**src/ifs_consts.svh**
```systemverilog
`ifndef IFS_CONSTS_SVH
`define IFS_CONSTS_SVH

// register offsets (word addresses on the plain register port)
`define IFS_ADDR_W 4
`define IFS_OFS_WORD_ONE 4'h0
`define IFS_OFS_WORD_TWO 4'h1
`define IFS_OFS_WORD_THREE 4'h2
`define IFS_OFS_PENDING 4'h3

// field positions, word one
`define IFS_BIT_TW1_MASTER 1
// field positions, word two
`define IFS_BIT_CAP3 5
`define IFS_BIT_SP2_EVENT 1
`define IFS_BIT_SP2_FAULT 0
// field positions, word three
`define IFS_BIT_CAL_CLOCK 14
`define IFS_BIT_TW2_MASTER 2
`define IFS_BIT_TW2_SLAVE 1

// implemented-bit masks and reset values
`define IFS_MASK_WORD_ONE 16'h0002
`define IFS_MASK_WORD_TWO 16'h0023
`define IFS_MASK_WORD_THREE 16'h4006
`define IFS_RESET_WORD 16'h0000
`define IFS_RESET_FLAG 1'h0

`endif

```
**src/ifs_pkg.sv**
```systemverilog
package ifs_pkg;

    // hardware request pulses or levels from the peripherals
    typedef struct packed {
        logic twowire_one_master;
        logic capture_three;
        logic serial_port_two_event;
        logic serial_port_two_fault;
        logic calendar_clock;
        logic twowire_two_master;
        logic twowire_two_slave;
    } ifs_src_t;

    typedef struct packed {
        logic [15:0] word_one;
        logic [15:0] word_two;
        logic [15:0] word_three;
    } ifs_flags_t;

endpackage : ifs_pkg

```
**src/ifs_flag_regs.sv**
```systemverilog
// Contract
// - Unimplemented bits read zero; word two bits 15-6 and 4-2.
// - Word three bits 15, 13-3 and 0 read zero, writes ignored.
// - Hardware sets a flag on request regardless of a same-cycle write.
// - A flag reads one after a request or a write of one, until a write of zero clears it.
// - Word two bit 5 latches input capture channel three requests.
// - Word two bit 1 latches second serial port event requests.
// - Word two bit 0 latches second serial port fault requests.
// - Word three bit 14 latches calendar clock requests.
// - Word three bit 2 latches second two-wire master events.
// - Word three bit 1 latches second two-wire slave events.
// - Word one bit 1 latches first two-wire master events.
//
// Implementation choices: the register offsets and the address-and-strobe port.
`include "ifs_consts.svh"
`timescale 1ns/1ns
`default_nettype none

module ifs_flag_regs (
    input wire logic i_ref_clk,
    input wire logic i_resetn,
    input wire ifs_pkg::ifs_src_t i_src,
    input wire logic [`IFS_ADDR_W-1:0] i_addr,
    input wire logic [15:0] i_wdata,
    input wire logic i_wr,
    input wire logic i_rd,
    output logic [15:0] o_rdata,
    output ifs_pkg::ifs_flags_t o_pending,
    output logic o_any_pending
);

    // one register per implemented flag; unimplemented bits hold no state at all
    logic tw1_master_q;
    logic tw1_master_d;
    logic cap3_q;
    logic cap3_d;
    logic sp2_event_q;
    logic sp2_event_d;
    logic sp2_fault_q;
    logic sp2_fault_d;
    logic cal_clock_q;
    logic cal_clock_d;
    logic tw2_master_q;
    logic tw2_master_d;
    logic tw2_slave_q;
    logic tw2_slave_d;
    logic hit_word_one;
    logic hit_word_two;
    logic hit_word_three;
    ifs_pkg::ifs_flags_t flags;
    logic [15:0] rdata_q;
    logic [15:0] rdata_d;

    function automatic logic ifs_hit(
        input logic wr,
        input logic [`IFS_ADDR_W-1:0] addr,
        input logic [`IFS_ADDR_W-1:0] ofs
    );
        ifs_hit = wr && (addr == ofs);
    endfunction : ifs_hit

    // write first, then the request on top: a set in the clearing cycle is not lost
    function automatic logic ifs_flag_next(
        input logic cur,
        input logic set,
        input logic hit,
        input logic wbit
    );
        logic v;
        v = hit ? wbit : cur;
        ifs_flag_next = v | set;
    endfunction : ifs_flag_next

    function automatic logic [15:0] ifs_word_one(
        input logic tw1_master
    );
        logic [15:0] w;
        w = 16'h0000;
        w[`IFS_BIT_TW1_MASTER] = tw1_master;
        ifs_word_one = w & `IFS_MASK_WORD_ONE;
    endfunction : ifs_word_one

    function automatic logic [15:0] ifs_word_two(
        input logic cap3,
        input logic sp2_event,
        input logic sp2_fault
    );
        logic [15:0] w;
        w = 16'h0000;
        w[`IFS_BIT_CAP3] = cap3;
        w[`IFS_BIT_SP2_EVENT] = sp2_event;
        w[`IFS_BIT_SP2_FAULT] = sp2_fault;
        ifs_word_two = w & `IFS_MASK_WORD_TWO;
    endfunction : ifs_word_two

    function automatic logic [15:0] ifs_word_three(
        input logic cal_clock,
        input logic tw2_master,
        input logic tw2_slave
    );
        logic [15:0] w;
        w = 16'h0000;
        w[`IFS_BIT_CAL_CLOCK] = cal_clock;
        w[`IFS_BIT_TW2_MASTER] = tw2_master;
        w[`IFS_BIT_TW2_SLAVE] = tw2_slave;
        ifs_word_three = w & `IFS_MASK_WORD_THREE;
    endfunction : ifs_word_three

    // unmapped addresses read zero
    function automatic logic [15:0] ifs_read(
        input logic [`IFS_ADDR_W-1:0] addr,
        input ifs_pkg::ifs_flags_t f,
        input logic any
    );
        logic [15:0] r;
        r = 16'h0000;
        unique case (addr)
            `IFS_OFS_WORD_ONE: r = f.word_one;
            `IFS_OFS_WORD_TWO: r = f.word_two;
            `IFS_OFS_WORD_THREE: r = f.word_three;
            `IFS_OFS_PENDING: r = {15'h0000, any};
            default: r = 16'h0000;
        endcase
        ifs_read = r;
    endfunction : ifs_read

    always_comb begin
        hit_word_one = ifs_hit(i_wr, i_addr, `IFS_OFS_WORD_ONE);
        hit_word_two = ifs_hit(i_wr, i_addr, `IFS_OFS_WORD_TWO);
        hit_word_three = ifs_hit(i_wr, i_addr, `IFS_OFS_WORD_THREE);
    end

    // sources are on this clock, so no synchroniser
    always_comb begin
        tw1_master_d = ifs_flag_next(
            tw1_master_q,
            i_src.twowire_one_master,
            hit_word_one,
            i_wdata[`IFS_BIT_TW1_MASTER]
        );
    end

    always_ff @(posedge i_ref_clk or negedge i_resetn) begin
        if (!i_resetn) begin
            tw1_master_q <= `IFS_RESET_FLAG;
        end else begin
            tw1_master_q <= tw1_master_d;
        end
    end

    always_comb begin
        cap3_d = ifs_flag_next(
            cap3_q,
            i_src.capture_three,
            hit_word_two,
            i_wdata[`IFS_BIT_CAP3]
        );
    end

    always_ff @(posedge i_ref_clk or negedge i_resetn) begin
        if (!i_resetn) begin
            cap3_q <= `IFS_RESET_FLAG;
        end else begin
            cap3_q <= cap3_d;
        end
    end

    always_comb begin
        sp2_event_d = ifs_flag_next(
            sp2_event_q,
            i_src.serial_port_two_event,
            hit_word_two,
            i_wdata[`IFS_BIT_SP2_EVENT]
        );
    end

    always_ff @(posedge i_ref_clk or negedge i_resetn) begin
        if (!i_resetn) begin
            sp2_event_q <= `IFS_RESET_FLAG;
        end else begin
            sp2_event_q <= sp2_event_d;
        end
    end

    always_comb begin
        sp2_fault_d = ifs_flag_next(
            sp2_fault_q,
            i_src.serial_port_two_fault,
            hit_word_two,
            i_wdata[`IFS_BIT_SP2_FAULT]
        );
    end

    always_ff @(posedge i_ref_clk or negedge i_resetn) begin
        if (!i_resetn) begin
            sp2_fault_q <= `IFS_RESET_FLAG;
        end else begin
            sp2_fault_q <= sp2_fault_d;
        end
    end

    always_comb begin
        cal_clock_d = ifs_flag_next(
            cal_clock_q,
            i_src.calendar_clock,
            hit_word_three,
            i_wdata[`IFS_BIT_CAL_CLOCK]
        );
    end

    always_ff @(posedge i_ref_clk or negedge i_resetn) begin
        if (!i_resetn) begin
            cal_clock_q <= `IFS_RESET_FLAG;
        end else begin
            cal_clock_q <= cal_clock_d;
        end
    end

    always_comb begin
        tw2_master_d = ifs_flag_next(
            tw2_master_q,
            i_src.twowire_two_master,
            hit_word_three,
            i_wdata[`IFS_BIT_TW2_MASTER]
        );
    end

    always_ff @(posedge i_ref_clk or negedge i_resetn) begin
        if (!i_resetn) begin
            tw2_master_q <= `IFS_RESET_FLAG;
        end else begin
            tw2_master_q <= tw2_master_d;
        end
    end

    always_comb begin
        tw2_slave_d = ifs_flag_next(
            tw2_slave_q,
            i_src.twowire_two_slave,
            hit_word_three,
            i_wdata[`IFS_BIT_TW2_SLAVE]
        );
    end

    always_ff @(posedge i_ref_clk or negedge i_resetn) begin
        if (!i_resetn) begin
            tw2_slave_q <= `IFS_RESET_FLAG;
        end else begin
            tw2_slave_q <= tw2_slave_d;
        end
    end

    always_comb begin
        flags.word_one = ifs_word_one(tw1_master_q);
        flags.word_two = ifs_word_two(cap3_q, sp2_event_q, sp2_fault_q);
        flags.word_three = ifs_word_three(cal_clock_q, tw2_master_q, tw2_slave_q);
    end

    // read data valid only in the cycle after the read strobe, zero otherwise
    always_comb begin
        rdata_d = 16'h0000;
        if (i_rd) begin
            rdata_d = ifs_read(i_addr, flags, o_any_pending);
        end
    end

    always_ff @(posedge i_ref_clk or negedge i_resetn) begin
        if (!i_resetn) begin
            rdata_q <= `IFS_RESET_WORD;
        end else begin
            rdata_q <= rdata_d;
        end
    end

    assign o_rdata = rdata_q;
    assign o_pending = flags;
    assign o_any_pending = |flags;

endmodule : ifs_flag_regs

`default_nettype wire

```
**config.mk**
```make
export PLATFORM = sky130hd
export DESIGN_NAME = ifs_flag_regs
export DESIGN_NICKNAME = d
export VERILOG_FILES = /design/src/ifs_pkg.sv /design/src/ifs_flag_regs.sv
export VERILOG_INCLUDE_DIRS = /design/src /design/src/src
export SDC_FILE = /design/constraint.sdc
export NUM_CORES = 1
export LEC_CHECK = 0
export ABC_AREA = 1
export BUFFER_PORTS_ARGS = -buffer_cell sky130_fd_sc_hd__buf_2
export CORE_ASPECT_RATIO = 0.9
export CORE_MARGIN = 8
export CORE_UTILIZATION = 39
export DETAILED_ROUTE_END_ITERATION = 12
export PLACE_DENSITY_LB_ADDON = 0.2
export REMOVE_ABC_BUFFERS = 1
export SYNTH_ARGS = -nofsm -noshare
export SYNTH_HDL_FRONTEND = slang
export SYNTH_SLANG_ARGS = --single-unit
```
**constraint.sdc**
```tcl
create_clock -name i_ref_clk -period 2.4 [get_ports i_ref_clk]
set_input_delay 0.12 -clock i_ref_clk [delete_from_list [all_inputs] [get_ports i_ref_clk]]
set_output_delay 0.12 -clock i_ref_clk [all_outputs]
set_load 0.005 [all_outputs]
```
==> impl_metrics.yaml, run 1 <==
timing:
  total_negative_slack_ns: 0
  fin_worst_skew_ns: 0.000267
  worst_hold_slack_ns: 0.0298
  grt_setup_unrepaired: "false"
  fin_crit_ns: 1.22
  finalHoldViolations: 0
  setup_ws_ns: 1.18
  post-route-period-util: 0.510
  finalSetupViolations: 0
  slew_violations: 0
  max_freq_mhz: 817
clock_network:
  clock_sinks: 12
  cts_htree_levels: 1
  tritoncts: "built"
  clkTransAtPathRegs_ns: 0.07
  cts.path.max_buffers: 2
  clock_tree.root_cell: "clkbuf_4"
  insertion_delay_ns: 0.26
  tritoncts.num_buffers: 3
floorplanning:
  core_area_mm2: 0.00245
  die_height_um: 64.2
  floorplan.io_pins: 96
  die_w_um: 69.6
  placementRows: 17
  floorplan.die_area_mm2: 0.00447
  floorplan.initialDensity: 0.412
worst_setup_path:
  critPathCaptureType: "output port"
  critical_path_maximum_fanout: 4
  cp-startpoint: "sp2_event_q"
  setup.worst_path.start_class: "flop"
  start_of_the_worst_register_to_register_path: "sp2_event_q"
  worstPathArrival_ns: 1.10
  critPathKind: "reg2out"
  critPathRequiredTime_ns: 2.28
routing:
  vias_per_cell: 3.72
  routed_wl_per_cell_um: 10.9
  route.vias.total: 691
  detailedRoute.firstPassIterationCount: 4
  drt_iter0_drc: 9
  detail-route-antenna-nets: 0
  drt_drc_violations_left: 0
  postRouteWirelength_mm: 2.03
global_route:
  grt_remaining_overflow: 0
  grt_pass1_vias: 781
  wire_length_of_the_first_global_routing_pass_mm: 3.35
  largest_net_degree_at_the_start_of_global_routing: 13
  antenna_found_initial: 0
  track_usage: 0.0874
layout:
  final_util: 0.408
  mostFrequentLayoutCell: "conb_1"
  most-common-layout-cells: "conb_1 (52), buf_2 (32), nand2_1 (18)"
  share_of_post_route_cells_with_drive_strength_above_1: 0.253
  final_net_count: 190
  num_antenna_cells: 0
  area_growth_pct: -0.994
power_and_ir_drop:
  worst_ir_drop_vdd_uv: 182
  power-per-cell-area_mw_per_mm2: 436
  p_leak_nw: 0.575
synthesis:
  synth.cell_area_mm2: 0.00101
  syn-mean-instance-area_um2: 7.81
  warning_count_from_the_yosys_run: 0
  yosys.cell_types.count: 14
  yosysSeqAreaShare: 0.298
  flop_and_latch_count_out_of_synthesis: 12
  postSynthCellCount: 129
placed_design:
  gp_congestion: 0.829
  place.detailed.hpwl_mm: 1.78
  placement.io_buffers: 32
  dp_slack_ns: 1.42
outcome:
  run_status: "finished, final reports clean"
worst_hold_path:
  hold_wc_path_type: "in2reg"
  worstHoldStart: "i_src[5]"
job:
  max_cap_violations: 0
==> stage by stage <==
| step | instance area, um2 | std cells | power (mW) |
|---|---|---|---|
| finish | 997 | 186 | 0.435 |
| global placement | 951 | 181 | 0.276 |
| floorplan | 756 | 121 | 0.246 |
| CTS | 997 | 186 | 0.439 |
| global route | 997 | 186 | 0.468 |
| detailed placement | 951 | 181 | 0.277 |
==> sequential cells by signal (all words and copies together), names as in the netlist <==
signal and flops:
sp2_fault_q 1, o_rdata 5, cap3_q 1, tw1_master_q 1
cal_clock_q 1, tw2_slave_q 1, sp2_event_q 1, tw2_master_q 1
==> per-layer routing <==
metal / track usage / routed length (um) / vias up
met3: 0.0340 / 161 / 0
met4: 0.0384 / 0 / 0
met5: 0 / 0 / -
met2: 0.147 / 983 / 47
li1: - / - / 347
met1: 0.0959 / 883 / 297
==> final cells by class <==
type                    count  area, um2
clock buffers               4       36.3
fillers                   265       1450
inverters                   8       30.0
multi-input cells         101        425
flip-flops and latches     12        300
well taps                  28       35.0
repair buffers             33        170
==> kinds of logic after synthesis <==
family                 count (synthesis)  share of synthesized area
AND/OR/NAND/NOR                       36                      0.164
other                                  1                    0.00372
buffers and inverters                 67                      0.470
AO/OA/AOI/OAI                         13                     0.0646
flip-flops                            12                      0.298
==> Yosys cell counts <==
library cell	n	area [um2]
a21oi_1	8	40.0
buf_4	59	443
conb_1	1	3.75
dfrtp_1	12	300
inv_1	8	30.0
nand2_1	18	67.6
nand3_1	4	20.0
nand3_2	2	20.0
nand4_1	1	6.26
nor2_1	9	33.8
nor2_2	1	6.26
nor2_4	1	11.3
o21ai_0	3	15.0
o21ai_1	2	10.0
==> path summary, 6_finish.rpt <==
path	slack, ns	to	cells past startpoint
min in group asynchronous	0.25	o_rdata[5]	2
max in group asynchronous	1.94	cal_clock_q	2
max reg2reg	1.41	o_rdata[0]	4
max	1.18	o_any_pending	3
min	0.03	cap3_q	3
min reg2reg	0.53	tw2_slave_q	2
==> power breakdown <==
group | internal, mW | switching, mW | leakage (nW)
logic | 0.0212 | 0.0477 | 0.422
clock network | 0.0920 | 0.0650 | 0.0210
registers | 0.206 | 0.00278 | 0.132
total | 0.319 | 0.115 | 0.575
==> worst max-delay path, stage by stage (launching register included) <==
cell and delay (ns):
dfrtp_1 0.42, nor2_1 0.16, nand4_1 0.12, buf_2 0.14
==> repair_timing <==
| action | 4_1_cts | 5_1_grt |
|---|---|---|
| buffers inserted | 0 | 0 |
| endpoints found under the hold margin | 12 | 0 |
| hold buffers | 1 | 0 |
| resized for setup | 0 | 0 |
Power figures use the tool's default switching activity.
==> run 2: changes to the inputs <==
Settings changed: CORE_UTILIZATION 39 to 33.
Clock period 2.4 ns to 1.1 ns, I/O delays scaled along.
==> run 2 against run 1 <==
The run now ends with negative setup slack left; sequential cell count unchanged; clock-buffer cell count is the same; combinational power grew to 2.8 times the previous value; global-route usage is 0.12 points higher; non-clock buffer count rose by 18; sequential share of layout area is 4.8 points lower; clock power grew 130%; power is 130% higher; register-to-register slack got worse by 1.3 ns; utilization down 0.89 points; critical path depth unchanged; critical path type unchanged; highest routed layer is now met4.
==> impl_metrics.yaml, run 2 (synthesized netlist as in run 1, its figures left out) <==
floorplanning:
  core_area_mm2: 0.00297
  die_w_um: 74.2
  floorplan.io_pins: 96
  die_height_um: 68.4
  placementRows: 19
  floorplan.die_area_mm2: 0.00508
  floorplan.initialDensity: 0.339
layout:
  footprint_of_the_multi_input_gates_um2: 433
  mostFrequentLayoutCell: "conb_1"
  fill_cells: 300
  area_growth_pct: 17.6
  share_of_post_route_cells_with_drive_strength_above_1: 0.284
  most-common-layout-cells: "conb_1 (52), buf_2 (32), nand2_1 (18)"
  num_antenna_cells: 0
  final_net_count: 208
  area_taken_by_flip_flops_and_latches_um2: 300
  largest_register_ff_count: 5
power_and_ir_drop:
  power_frac_comb: 0.191
  power.total_mw: 1.00
  netSwitchingPower_uw: 272
  swShare: 0.272
  share_clk_of_total_power: 0.355
  share_seq_of_total_power: 0.454
  p_int_uw: 729
  p_leak_nw: 0.651
  power-per-cell-area_mw_per_mm2: 845
  worst_ir_drop_vdd_uv: 286
worst_setup_path:
  critPathRequiredTime_ns: 1.04
  worstPathArrival_ns: 1.06
  critPathKind: "reg2out"
  critPathCaptureType: "output port"
  rrSetupSlack_ns: 0.13
  setup.worst_path.start_class: "flop"
  critical_path_maximum_fanout: 2
worst_hold_path:
  hold_wc_path_type: "in2reg"
routing:
  postRouteWirelength_mm: 2.37
  detailedRoute.firstPassIterationCount: 4
  route.vias.total: 776
  drt_iter0_drc: 37
  vias_per_cell: 3.56
  routed_wl_per_cell_um: 10.9
  drt_drc_violations_left: 0
  detail-route-antenna-nets: 0
clock_network:
  tritoncts: "built"
  tritoncts.num_buffers: 3
  cts_htree_levels: 1
  insertion_delay_ns: 0.28
  clkTransAtPathRegs_ns: 0.08
  clock_sinks: 12
  cts.path.max_buffers: 2
  clock_tree.root_cell: "clkbuf_4"
global_route:
  track_usage: 0.0886
  largest_net_degree_at_the_start_of_global_routing: 13
  antenna_found_initial: 0
  grt_pass1_vias: 885
  grt_remaining_overflow: 0
  wire_length_of_the_first_global_routing_pass_mm: 3.55
outcome:
  violations: "negative setup slack"
  run_status: "complete, but fails checks"
timing:
  max_freq_mhz: 893
  worst_hold_slack_ns: 0.0443
  fin_crit_ns: 1.12
  finalSetupViolations: 1
  slew_violations: 0
  post-route-period-util: 1.02
  fin_worst_skew_ns: 0.00399
  finalHoldViolations: 0
  setup_ws_ns: -0.0194
  grt_setup_unrepaired: "true"
placed_design:
  placement.io_buffers: 32
  gp_congestion: 0.842
  place.detailed.hpwl_mm: 1.84
job:
  max_cap_violations: 0
## run 2: cell types whose count changed in the layout (fill, tap and decap cells not counted), sizes merged
cell	before	now
dlygate4sd3	1	12
buf	32	39
## run 2: through the flow
| step | util | cell area (um2) | TNS (ns) | instances | setup WS (ns) |
|---|---|---|---|---|---|
| floorplan | - | 756 | 0 | 121 | 0.192 |
| global placement | 0.326 | 968 | 0 | 195 | 0.114 |
| detailed placement | 0.326 | 968 | 0 | 195 | 0.108 |
| CTS | 0.399 | 1180 | -0.0152 | 218 | -0.0152 |
| global route | 0.399 | 1180 | -0.0898 | 218 | -0.0898 |
| finish | 0.399 | 1180 | -0.0194 | 218 | -0.0194 |
## run 2: repair_timing
action / 4_1_cts / 5_1_grt
setup endpoints to repair: 1 / 2
endpoints found under the hold margin: 19 / 0
pin swaps: 1 / 0
hold buffers: 12 / 0
gates resized for setup: 3 / 1
setup buffers: 7 / 0
## run 2: worst max-delay path, stage by stage, from the launching register on
cell and delay (ns):
dfrtp_1 0.39, nor2_2 0.13, nand4_1 0.12, buf_2 0.15
## run 2: worst paths after layout
kind,from,end,cells past startpoint
max in group asynchronous,i_resetn,tw1_master_q,2
max reg2reg,tw1_master_q,o_rdata[1],5
min reg2reg,tw2_slave_q,tw2_slave_q,2
max,tw1_master_q,o_any_pending,3
min,i_rd,o_rdata[5],3
min in group asynchronous,i_resetn,o_rdata[0],2
## run 2: layer usage
metal,routed length (um),part of all wire,track usage,vias up
met5,0,0,0,-
met4,31,0.013,0.0439,0
met3,243,0.10,0.0234,3
met2,1070,0.45,0.154,58
met1,1020,0.43,0.0990,330
li1,-,-,-,385
## run 2: area by class of cell
type                       count  share of cell area
sequential                    12               0.253
timing repair buffer          51               0.281
inverter                       8              0.0253
multi-input combinational    101               0.365
clock buffer                   4              0.0306
tap                           42              0.0444
## run 2: power by group through the flow
stage | registers (mW) | clock network (mW) | logic [mW]
finish | 0.455 | 0.355 | 0.191
global route | 0.456 | 0.380 | 0.219
CTS | 0.455 | 0.364 | 0.182
detailed placement | 0.465 | 0 | 0.139
global placement | 0.465 | 0 | 0.137
floorplan | 0.466 | 0 | 0.0719
